File: src/core/lba_pkg.sv
// Constants for the local bus master that drives the latch adapter and MAC
package lba_pkg;
  // ==========================================================
  // Clock and local bus clock
  // ==========================================================
  localparam int unsigned CORE_CLK_MHZ = 125;
  localparam logic [1:0] LOCAL_BUS_CLOCK_DIV_LAST = 2'h3;  // Local clock = core / 4
  localparam logic [1:0] LOCAL_BUS_CLOCK_HIGH_FROM = 2'h2;
  localparam int unsigned LOCAL_BUS_CLOCK_MHZ = CORE_CLK_MHZ / 4;
  // ==========================================================
  // Bus widths and timing
  // ==========================================================
  localparam int unsigned AD_W = 16;
  localparam int unsigned CS_W = 2;
  localparam int unsigned CNT_W = 24;
  // Local cycles of the address phase beyond the strobe cycle
  localparam logic [3:0] ADDR_WAIT = 4'h2;
  // Local cycles of the data phase beyond its first cycle, same for read and write
  localparam logic [3:0] DATA_WAIT = 4'h3;
  // Latch pulse must exceed this; address holds this much longer
  localparam int unsigned LATCH_MIN_NS = 20;
  localparam int unsigned ADDR_TAIL_NS = 10;
  // MAC master reset low time and digital settle time
  localparam int unsigned RST_LOW_US = 1000;
  localparam int unsigned SETTLE_US = 10000;
  localparam int unsigned RST_LOW_CYC = RST_LOW_US * CORE_CLK_MHZ;
  localparam int unsigned SETTLE_CYC = SETTLE_US * CORE_CLK_MHZ;
  // ==========================================================
  // Recommended bridge space region descriptor values
  // ==========================================================
  localparam logic [31:0] SPACE_REGION_DESCRIPTOR_10MHZ = 32'h40402000;
  localparam logic [31:0] SPACE_REGION_DESCRIPTOR_20MHZ = 32'h40502800;
  localparam logic [31:0] SPACE_REGION_DESCRIPTOR_40MHZ = 32'h40727900;
  // ==========================================================
  // Sequencer states
  // ==========================================================
  typedef enum logic [2:0] {
    ST_RESET = 3'b000,
    ST_SETTLE = 3'b001,
    ST_IDLE = 3'b010,
    ST_ADDR = 3'b011,
    ST_DATA = 3'b100
  } lba_state_t;
endpackage : lba_pkg

File: src/core/lba_host.sv
// Local bus master: reset driver and single-access sequencer for MAC port
// How it works
// - Direct wiring without wait states limits local clock to 11 MHz.
// - Direct wiring reaches 20 MHz with data-phase wait states only.
// - Master stretches address phase with wait states for the adapter.
// - Latch pulse over 20 ns; address held 10 ns beyond it.
// - Data-phase wait states suit MAC timing, same for read and write.
// - Only single reads or writes; window is non-prefetchable memory.
// - Bursts unsupported and kept off.
// - Each MAC has its own chip select and base space.
// - Region descriptor values per local clock are recommended.
// - MAC master reset comes from this logic, not the bridge.
// - Master reset held low at least 1 ms, requests stretched to it.
`timescale 1ns/100ps
module lba_host #(
  parameter int unsigned RST_LOW_CYC = lba_pkg::RST_LOW_CYC,
  parameter int unsigned SETTLE_CYC = lba_pkg::SETTLE_CYC
) (
  input wire logic core_clk,  // 125 MHz clock
  input wire logic rst_n,  // Asynchronous reset, active low
  input wire logic reset_req,  // Pulse: restart MAC master reset
  input wire logic cmd_valid,  // Access request
  input wire logic cmd_write,  // 1 write, 0 read
  input wire logic cmd_chip,  // Which MAC select
  input wire logic [lba_pkg::AD_W-1:0] cmd_addr,  // Access address
  input wire logic [lba_pkg::AD_W-1:0] cmd_wdata,  // Write data
  output logic cmd_ready,  // Request is taken when high
  output logic rsp_valid,  // One-cycle pulse: access done
  output logic [lba_pkg::AD_W-1:0] rsp_rdata,  // Read data
  output logic mac_ready,  // MAC out of reset and settled
  output logic local_bus_clock,  // Generated local bus clock
  output logic sync_addr_strobe_n,  // Address strobe, one local cycle
  output logic read_strobe_n,  // Read strobe
  output logic write_strobe_n,  // Write strobe
  output logic [lba_pkg::CS_W-1:0] chip_sel_n,  // One select per MAC
  output logic [lba_pkg::AD_W-1:0] ad_o,  // Muxed address/data out
  output logic ad_oe,  // Muxed bus drive enable
  input wire logic [lba_pkg::AD_W-1:0] ad_i,  // Muxed bus in
  output logic mac_master_reset_n  // MAC master reset
);
  // ==========================================================
  // Reset release and input sync
  // ==========================================================
  logic [1:0] rst_sync_r;
  logic srst_n;
  logic [lba_pkg::AD_W-1:0] ad_s1_r;
  logic [lba_pkg::AD_W-1:0] ad_s2_r;

  always_ff @(posedge core_clk or negedge rst_n) begin
    if (!rst_n) begin
      rst_sync_r <= 2'h0;
    end else begin
      rst_sync_r <= {rst_sync_r[0], 1'b1};
    end
  end
  assign srst_n = rst_sync_r[1];

  always_ff @(posedge core_clk or negedge srst_n) begin
    if (!srst_n) begin
      ad_s1_r <= '0;
      ad_s2_r <= '0;
    end else begin
      ad_s1_r <= ad_i;
      ad_s2_r <= ad_s1_r;
    end
  end

  // ==========================================================
  // Local bus clock divider
  // ==========================================================
  // Local clock is 31.25 MHz, above the direct-wiring limits, so the
  // latch adapter is assumed on the bus.
  logic [1:0] div_r;
  logic [1:0] div_nxt;
  logic local_bus_clock_r;
  logic step;

  assign div_nxt = div_r + 2'h1;
  // Bus outputs change as the local clock falls
  assign step = (div_r == lba_pkg::LOCAL_BUS_CLOCK_DIV_LAST);

  always_ff @(posedge core_clk or negedge srst_n) begin
    if (!srst_n) begin
      div_r <= 2'h0;
      local_bus_clock_r <= 1'b0;
    end else begin
      div_r <= div_nxt;
      local_bus_clock_r <= (div_nxt >= lba_pkg::LOCAL_BUS_CLOCK_HIGH_FROM);
    end
  end

  // ==========================================================
  // Sequencer
  // ==========================================================
  lba_pkg::lba_state_t state_r;
  lba_pkg::lba_state_t state_nxt;
  logic [lba_pkg::CNT_W-1:0] tmr_r;
  logic [lba_pkg::CNT_W-1:0] tmr_nxt;
  logic [3:0] wait_r;
  logic [3:0] wait_nxt;
  logic pend_r;
  logic wr_r;
  logic chip_r;
  logic [lba_pkg::AD_W-1:0] addr_r;
  logic [lba_pkg::AD_W-1:0] wdata_r;
  logic [lba_pkg::AD_W-1:0] rdata_r;
  logic ready_r;
  logic rsp_r;
  logic mac_rdy_r;
  logic ads_n_r;
  logic rd_n_r;
  logic wr_n_r;
  logic [lba_pkg::CS_W-1:0] cs_n_r;
  logic [lba_pkg::AD_W-1:0] ad_o_r;
  logic ad_oe_r;
  logic rst_out_n_r;
  logic take;
  logic tmr_done;
  logic wait_done;
  logic [lba_pkg::CS_W-1:0] cs_sel_n;

  localparam logic [lba_pkg::CNT_W-1:0] RST_END =
    lba_pkg::CNT_W'(RST_LOW_CYC - 1);
  localparam logic [lba_pkg::CNT_W-1:0] SETTLE_END =
    lba_pkg::CNT_W'(SETTLE_CYC - 1);

  assign take = cmd_valid && ready_r;
  assign wait_done = (wait_r == 4'h0);
  assign tmr_done = (state_r == lba_pkg::ST_RESET) ? (tmr_r == RST_END) :
                    (tmr_r == SETTLE_END);
  // One select per MAC, each with its own space.
  assign cs_sel_n = chip_r ? 2'b01 : 2'b10;

  always_comb begin
    state_nxt = state_r;
    tmr_nxt = tmr_r + lba_pkg::CNT_W'(1);
    wait_nxt = wait_r;
    case (state_r)
      lba_pkg::ST_RESET: begin
        // Master reset held for the full low time.
        if (tmr_done) begin
          state_nxt = lba_pkg::ST_SETTLE;
          tmr_nxt = '0;
        end
      end
      lba_pkg::ST_SETTLE: begin
        // No access until the MAC's internal timer ends.
        if (tmr_done) begin
          state_nxt = lba_pkg::ST_IDLE;
          tmr_nxt = '0;
        end
      end
      lba_pkg::ST_IDLE: begin
        tmr_nxt = '0;
        if (pend_r && step) begin
          state_nxt = lba_pkg::ST_ADDR;
          wait_nxt = lba_pkg::ADDR_WAIT;
        end
      end
      lba_pkg::ST_ADDR: begin
        // Address phase stretched so latch pulse and tail fit.
        tmr_nxt = '0;
        if (step) begin
          if (wait_done) begin
            state_nxt = lba_pkg::ST_DATA;
            wait_nxt = lba_pkg::DATA_WAIT;
          end else begin
            wait_nxt = wait_r - 4'h1;
          end
        end
      end
      lba_pkg::ST_DATA: begin
        // Same data wait for reads and writes.
        tmr_nxt = '0;
        if (step) begin
          if (wait_done) begin
            state_nxt = lba_pkg::ST_IDLE;
          end else begin
            wait_nxt = wait_r - 4'h1;
          end
        end
      end
      default: begin
        state_nxt = lba_pkg::ST_RESET;
        tmr_nxt = '0;
      end
    endcase
    if (reset_req) begin
      state_nxt = lba_pkg::ST_RESET;
      tmr_nxt = '0;
    end
  end

  always_ff @(posedge core_clk or negedge srst_n) begin
    if (!srst_n) begin
      state_r <= lba_pkg::ST_RESET;
      tmr_r <= '0;
      wait_r <= 4'h0;
    end else begin
      state_r <= state_nxt;
      tmr_r <= tmr_nxt;
      wait_r <= wait_nxt;
    end
  end

  // Request capture: one single access at a time, never a burst
  always_ff @(posedge core_clk or negedge srst_n) begin
    if (!srst_n) begin
      pend_r <= 1'b0;
      wr_r <= 1'b0;
      chip_r <= 1'b0;
      addr_r <= '0;
      wdata_r <= '0;
    end else begin
      if (take) begin
        pend_r <= 1'b1;
        wr_r <= cmd_write;
        chip_r <= cmd_chip;
        addr_r <= cmd_addr;
        wdata_r <= cmd_wdata;
      end else if (state_r != lba_pkg::ST_IDLE) begin
        pend_r <= 1'b0;
      end
    end
  end

  // Status and answer
  always_ff @(posedge core_clk or negedge srst_n) begin
    if (!srst_n) begin
      ready_r <= 1'b0;
      rsp_r <= 1'b0;
      rdata_r <= '0;
      mac_rdy_r <= 1'b0;
    end else begin
      ready_r <= (state_nxt == lba_pkg::ST_IDLE) && !pend_r && !take &&
                 !reset_req;
      rsp_r <= (state_r == lba_pkg::ST_DATA) && step && wait_done;
      if ((state_r == lba_pkg::ST_DATA) && step && wait_done && !wr_r) begin
        rdata_r <= ad_s2_r;
      end
      mac_rdy_r <= (state_nxt != lba_pkg::ST_RESET) &&
                   (state_nxt != lba_pkg::ST_SETTLE);
    end
  end

  // ==========================================================
  // Bus pins
  // ==========================================================
  always_ff @(posedge core_clk or negedge srst_n) begin
    if (!srst_n) begin
      ads_n_r <= 1'b1;
      rd_n_r <= 1'b1;
      wr_n_r <= 1'b1;
      cs_n_r <= '1;
      ad_o_r <= '0;
      ad_oe_r <= 1'b0;
      rst_out_n_r <= 1'b0;
    end else begin
      rst_out_n_r <= (state_nxt != lba_pkg::ST_RESET);
      if (step) begin
        // Strobe for one local cycle; adapter forms latch from it.
        ads_n_r <= !(state_nxt == lba_pkg::ST_ADDR &&
                     state_r == lba_pkg::ST_IDLE);
        rd_n_r <= !(state_nxt == lba_pkg::ST_DATA && !wr_r);
        wr_n_r <= !(state_nxt == lba_pkg::ST_DATA && wr_r);
        cs_n_r <= (state_nxt == lba_pkg::ST_ADDR ||
                   state_nxt == lba_pkg::ST_DATA) ? cs_sel_n : '1;
        ad_o_r <= (state_nxt == lba_pkg::ST_DATA) ? wdata_r : addr_r;
        ad_oe_r <= (state_nxt == lba_pkg::ST_ADDR) ||
                   (state_nxt == lba_pkg::ST_DATA && wr_r);
      end
    end
  end

  assign cmd_ready = ready_r;
  assign rsp_valid = rsp_r;
  assign rsp_rdata = rdata_r;
  assign mac_ready = mac_rdy_r;
  assign local_bus_clock = local_bus_clock_r;
  assign sync_addr_strobe_n = ads_n_r;
  assign read_strobe_n = rd_n_r;
  assign write_strobe_n = wr_n_r;
  assign chip_sel_n = cs_n_r;
  assign ad_o = ad_o_r;
  assign ad_oe = ad_oe_r;
  assign mac_master_reset_n = rst_out_n_r;
endmodule : lba_host

File: config.mk
export PLATFORM = sky130hd
export DESIGN_NAME = lba_host
export DESIGN_NICKNAME = d
export VERILOG_FILES = /design/src/core/lba_pkg.sv /design/src/core/lba_host.sv
export SDC_FILE = /design/constraint.sdc
export NUM_CORES = 1
export LEC_CHECK = 0
export BUFFER_PORTS_ARGS = -buffer_cell sky130_fd_sc_hd__buf_4
export CORE_UTILIZATION = 50
export CTS_BUF_LIST = sky130_fd_sc_hd__clkbuf_2 sky130_fd_sc_hd__clkbuf_4 sky130_fd_sc_hd__clkbuf_8
export DETAILED_ROUTE_END_ITERATION = 7
export GPL_TIMING_DRIVEN = 0
export PLACE_DENSITY = 0.72
export SYNTH_ARGS = -nofsm -noshare
export SYNTH_HDL_FRONTEND = slang
export SYNTH_SLANG_ARGS = --single-unit
File: constraint.sdc
create_clock -name core_clk -period 5.6 [get_ports core_clk]
set_input_delay 1.12 -clock core_clk [delete_from_list [all_inputs] [get_ports core_clk]]
set_output_delay 1.12 -clock core_clk [all_outputs]
set_load 0.005 [all_outputs]
After elaboration in Yosys (flattened, before gate mapping)
Cells that the tools add are included.
{"block": "word_totals", "reg_bits": 145, "in_bits": 54, "out_inout_bits": 43, "elab_cells": 96}
{"block": "op_classes", "add_sub_neg": 3, "magnitude_cmp": 1, "n_eq_ne": 16, "muxes": 24, "reduce_logical": 28}
{"cell": "$mux W24", "n": 3}
{"cell": "$add A24 B1 Y24 const B", "n": 1}
{"cell": "$eq A24 B17 Y1 const B", "n": 1}
{"cell": "$eq A24 B21 Y1 const B", "n": 1}
{"cell": "$mux W3", "n": 8}
{"cell": "$mux W4", "n": 5}
{"cell": "$mux W16", "n": 1}
{"cell": "$pmux W3 S5", "n": 1}
{"cell": "$eq A3 B2 Y1 const B", "n": 4}
{"cell": "$logic_and A1 B1 Y1", "n": 12}
{"cell": "$pmux W4 S3", "n": 1}
{"cell": "$ne A2 B2 Y1 const B", "n": 4}
{"cell": "$logic_not A1 Y1", "n": 7}
{"cell": "$eq A3 B3 Y1 const B", "n": 2}
{"cell": "$reduce_bool A3 Y1", "n": 2}
{"cell": "$reduce_and A5 Y1", "n": 1}
{"cell": "$logic_not A4 Y1", "n": 1}
{"cell": "$mux W2", "n": 2}
{"cell": "$sub A4 B1 Y4 const B", "n": 1}
{"cell": "$eq A3 B1 Y1 const B", "n": 1}
{"cell": "$logic_not A3 Y1", "n": 1}
{"cell": "$mux W1", "n": 3}
{"cell": "$ne A3 B1 Y1 const B", "n": 1}
{"cell": "$ne A3 B2 Y1 const B", "n": 1}
{"cell": "other kinds (6)", "n": 7}

Depth between registers and ports, before layout
{"block": "depth", "ltp_word": 9, "ltp_mapped": 8, "mapped_depth_nobuf": 7}

Least setup slack after synthesis
OpenSTA, ideal clock, no wires.
{"block": "synth_timing", "path_kind": "input-to-reg", "startpoint": "input port cmd_valid", "endpoint": "register addr_r[0] (netlist name)", "setup_time_ns": 0.125, "arrival_time_ns": 2.041, "required_time_ns": 5.475, "setup_slack_ns": 3.434, "path_stages": 3, "path_buffers": 1, "path_cell_list": "nand2_1 clkbuf_1 mux2_2"}
{"block": "synth_between", "elab_chain_len": 1}
{"element": "start: declaration", "line_no": "lba_host.sv:22", "text": "input wire logic cmd_valid,"}
{"element": "$logic_and A1 B1 Y1", "line_no": "lba_host.sv:127", "text": "assign take = cmd_valid && ready_r;"}
{"element": "end signal: assignment", "line_no": "lba_host.sv:219", "text": "addr_r <= cmd_addr;"}
{"element": "end: declaration", "line_no": "lba_host.sv:104", "text": "logic [lba_pkg::AD_W-1:0] addr_r;"}
No other way between the ends.
A chain may end at the register's enable or synchronous reset.

Worst setup path in the final report
{"block": "layout_timing", "startpoint": "register wait_r[0]", "endpoint": "register ad_o_r, in the netlist ad_o[14]"}
{"block": "layout_between", "elab_chain_len": 7, "word_cells_on_any_way": 9, "cone_classes": "eq/ne (1); mux (7); reduce/logical (1)"}
{"element": "start: declaration", "line_no": "lba_host.sv:99", "text": "logic [3:0] wait_r;"}
{"element": "start signal: assignment", "line_no": "lba_host.sv:202", "text": "wait_r <= wait_nxt;"}
{"element": "$logic_not A4 Y1 (*)", "line_no": "lba_host.sv:128", "text": "assign wait_done = (wait_r == 4'h0);"}
{"element": "$mux W3, on equally long branches", "line_no": "lba_host.sv:176, lba_host.sv:164"}
{"element": "$mux W3, on equally long branches", "line_no": "lba_host.sv:175, lba_host.sv:163"}
{"element": "$pmux W3 S5 (*)", "line_no": "lba_host.sv:138", "text": "case (state_r)"}
{"element": "$mux W3 (*)", "line_no": "lba_host.sv:188", "text": "if (reset_req) begin"}
{"element": "via state_nxt[2]", "line_no": "lba_host.sv:96", "text": "lba_pkg::lba_state_t state_nxt;"}
{"element": "$eq A3 B3 Y1 (*)", "line_no": "lba_host.sv:268", "text": "ad_o_r <= (state_nxt == lba_pkg::ST_DATA) ? wdata_r : addr_r;"}
{"element": "$mux W16 (*)", "line_no": "lba_host.sv:268"}
{"element": "end signal: assignment", "line_no": "lba_host.sv:268"}
{"element": "end: declaration", "line_no": "lba_host.sv:114", "text": "logic [lba_pkg::AD_W-1:0] ad_o_r;"}
Mark *: on every way through the listed nets, which the timed path passes. The rest lies on a longest branch.

==> impl_metrics.ini <==
[outcome]
status = finished clean

[route]
vias = 3745
drt-total-wl_um = 10800
remaining_drc_errors = 0
drt_iter0_drc = 175
ant_nets = 0
routed_via_density = 5.26
drt-pass1-iter-count = 4
wl_per_cell_um = 15.2

[timing]
grt_setup_unrepaired = false
drv_slew = 0
fmax_ghz = 0.411
setup_viol = 0
fin_skew_ps = 13.9
tightest_slew_ps = 647
hold_ws_ps = 241
slew_headroom_pct = 56.9
timing.final.crit_share_pct = 43.4
fin_crit_ps = 2430
hold_viol_final = 0

[yosys]
synth_compound_area_share_pct = 4.98
postSynthAreaPerCell_um2 = 12.9
synth_nets = 500
synth-seq-area-share_pct = 63.3
muxShareOfSynthArea_pct = 13.1
synth_cell_types = 51
synth_warnings = 0
synth_edf_count = 0
post_synth_instance_area_um2 = 5700
synthAdderAreaFrac_pct = 0.878
synth_ff_type = dfrtp_1
netlist_instances = 442
synth-xor-area-share_pct = 3.69
synthArstFlopShare_pct = 100
synth_top_family_by_area = multiplexers
ys_seq_elements = 144
synthSimpleGateAreaFrac_pct = 12.1

[finish]
fillers = 835
ff_latch_area_um2 = 3610
stdcell_area_um2 = 7100
fin_util_pct = 64.6
nNetsFinal = 617
syn_to_final_growth_pct = 24.4
fin_cells = 712
drive_above_1_share_pct = 35.3
multi_input_area_um2 = 1980
antennaDiodeCount = 0

[die]
die_h_um = 109
die_w_um = 109
core-area_um2 = 11000
start_util_pct = 51.9
dieArea_um2 = 11800
ioPinCount = 97
num_rows = 38

[critical_path]
cpMaxStageDelayCell = mux2_2
worst_path_largest_cell_delay_ps = 420
r2r-start = wait_r[0]$_DFFE_PN0P_
critical-path-top-delay-family = multiplexers
path_cells = inv_1 > ha_1 > nor4bb_1 > mux2_2 > nor2_4 > buf_4 > mux2i_1 > a21oi_1
cp-startpoint = wait_r[0]$_DFFE_PN0P_
worstSetupStartpointType = flip-flop
worstSetupPathType = reg -> reg
setup.worst_path.end_class = flip-flop
cp_data_required_time_ps = 5910
crit_arrival_ps = 2740
path_max_fanout = 10
crit_buf_inv = 2

[clock_network]
holdBufCountCts = 0
cts_buffers = 17
insertion_delay_ps = 460
cts.sinks = 144
h-tree-depth = 4
ctsResizeCount = 0
clk_path_buf_depth = 2
cts_tree = yes
cts_setup_buffers = 0
cts.clk_slew.worst_paths_ps = 80
clock-root-buffer = clkbuf_8

[global_route]
grt_pass1_vias = 3796
grt_max_degree = 74
grt-ovfl-total = 0
grt_antenna_before_repair = 0
grtUsageTotal_pct = 20.0
grt_pass1_wl_um = 17800

[placement]
dpl.cell_count = 680
postPlaceCellArea_um2 = 6650
io_buffers = 96
globalplace.congestion = 0.809
hpwlAfterDp_um = 7640

[min_path]
hold_class = reg -> async

[power]
power_w = 0.00205
ir_drop_mv = 0.191
cellPowerDensity_nw_per_um2 = 288
static-leakage-power_nw = 3.36

[run]
maxCapViolations = 0
-- final timing paths --
check | to | slack (ps) | cells past startpoint
min in group core_clk | ad_s2_r[4]$_DFF_PN0_ | 350 | 0
worst max-delay path | ad_o[14]$_DFFE_PN0P_ | 3170 | 8
worst min-delay path | tmr_r[3]$_DFF_PN0_ | 240 | 0
worst min register to register | tmr_r[3]$_DFF_PN0_ | 240 | 0
max in group asynchronous | chip_sel_n[0]$_DFFE_PN1P_ | 4380 | 2
worst max register to register | ad_o[14]$_DFFE_PN0P_ | 3170 | 8
-- cell usage in the layout (no fill, tap or decap), types with 4 or more instances in the layout --
cell | synthesis | layout
dfrtp_1 | 139 | 138
buf_4 | 1 | 97
nor2_1 | 55 | 55
mux2_2 | 51 | 51
a21oi_1 | 21 | 21
clkbuf_8 | 0 | 19
mux2i_1 | 17 | 17
nand3_1 | 14 | 14
nand2_1 | 14 | 14
xnor2_1 | 14 | 14
nor3_1 | 12 | 12
clkbuf_1 | 11 | 11
inv_1 | 10 | 10
xor2_1 | 10 | 10
nand4_1 | 5 | 5
dfstp_2 | 5 | 5
clkinvlp_4 | 0 | 5
nor4bb_1 | 4 | 4
and4_1 | 4 | 4
nor4_1 | 4 | 4
a31oi_1 | 4 | 4
ha_1 | 4 | 4
bufinv_16 | 0 | 4
-- Yosys cell counts (all sizes together) (2+ instances only) --
cell / count / area, um2
dfrtp: 139 / 3480
mux2i: 17 / 170
nor4bb: 4 / 40.0
nand2: 14 / 52.6
nor4: 4 / 25.0
o2bb2ai: 2 / 17.5
a31o: 2 / 17.5
buf: 5 / 33.8
nand4: 5 / 31.3
nor2: 56 / 218
xor2: 10 / 87.6
nor3: 13 / 70.1
nand3: 14 / 70.1
nand4bb: 2 / 22.5
mux2: 51 / 574
nor3b: 2 / 15.0
xnor2: 14 / 123
dfstp: 5 / 131
and2: 3 / 21.3
inv: 10 / 37.5
a21oi: 21 / 105
o21ai: 3 / 15.0
nand3b: 2 / 15.0
ha: 4 / 50.1
nand2b: 3 / 18.8
a31oi: 4 / 25.0
and4: 5 / 45.0
clkbuf: 11 / 41.3
-- routing by layer --
layer	vias to the layer above	global-route usage, %	wire length (um)
met2	79	32.0	5330
met1	1873	25.2	4750
met3	18	5.92	541
li1	1775	-	-
met4	0	9.07	211
met5	-	0	0
-- sequential cells by signal (all words and copies together) (netlist names), 2 cells and up --
signal / count
ad_o: 16
ad_s1_r: 16
ad_s2_r: 16
addr_r: 16
chip_sel_n: 2
div_r: 2
rsp_rdata: 16
rst_sync_r: 2
state_r: 3
tmr_r: 24
wait_r: 4
wdata_r: 16
-- per-stage QoR --
step / setup TNS (ps) / setup slack, ps
final: 0 / 3170
after global routing: 0 / 2980
after CTS: 0 / 3170
after detailed placement: 0 / 2930
after global placement: -175 / -3.98
after floorplan: 0 / 1300
-- worst reg2reg max path, stage by stage (launching register included) --
cell	delay, ps
dfrtp_1	390
inv_1	120
ha_1	190
nor4bb_1	410
mux2_2	420
nor2_4	180
buf_4	240
mux2i_1	240
a21oi_1	100
-- layout make-up --
cell class | count | share of cell area, %
Sequential cell | 144 | 50.9
Multi-Input combinational cell | 272 | 27.9
Timing Repair Buffer | 98 | 10.8
Clock buffer | 19 | 3.68
Clock inverter | 13 | 2.61
Tap cell | 140 | 2.47
Buffer | 16 | 1.06
Inverter | 10 | 0.529
-- report_power, final --
part	total [W]	leakage [nW]	switching (W)	internal (W)
logic	0.0000716	1.24	0.0000324	0.0000392
registers	0.00107	1.91	0.0000129	0.00106
clock network	0.000900	0.210	0.000392	0.000508
total	0.00205	3.36	0.000437	0.00161
-- cells by family after synthesis --
| logic type | after synthesis |
|---|---|
| simple gates | 133 |
| compound gates | 42 |
| flops | 144 |
| fa+ha+maj | 4 |
| other cells | 1 |
| xor+xnor | 24 |
| mux | 68 |
| buf+inv | 26 |
Power figures use the tool's default switching activity.
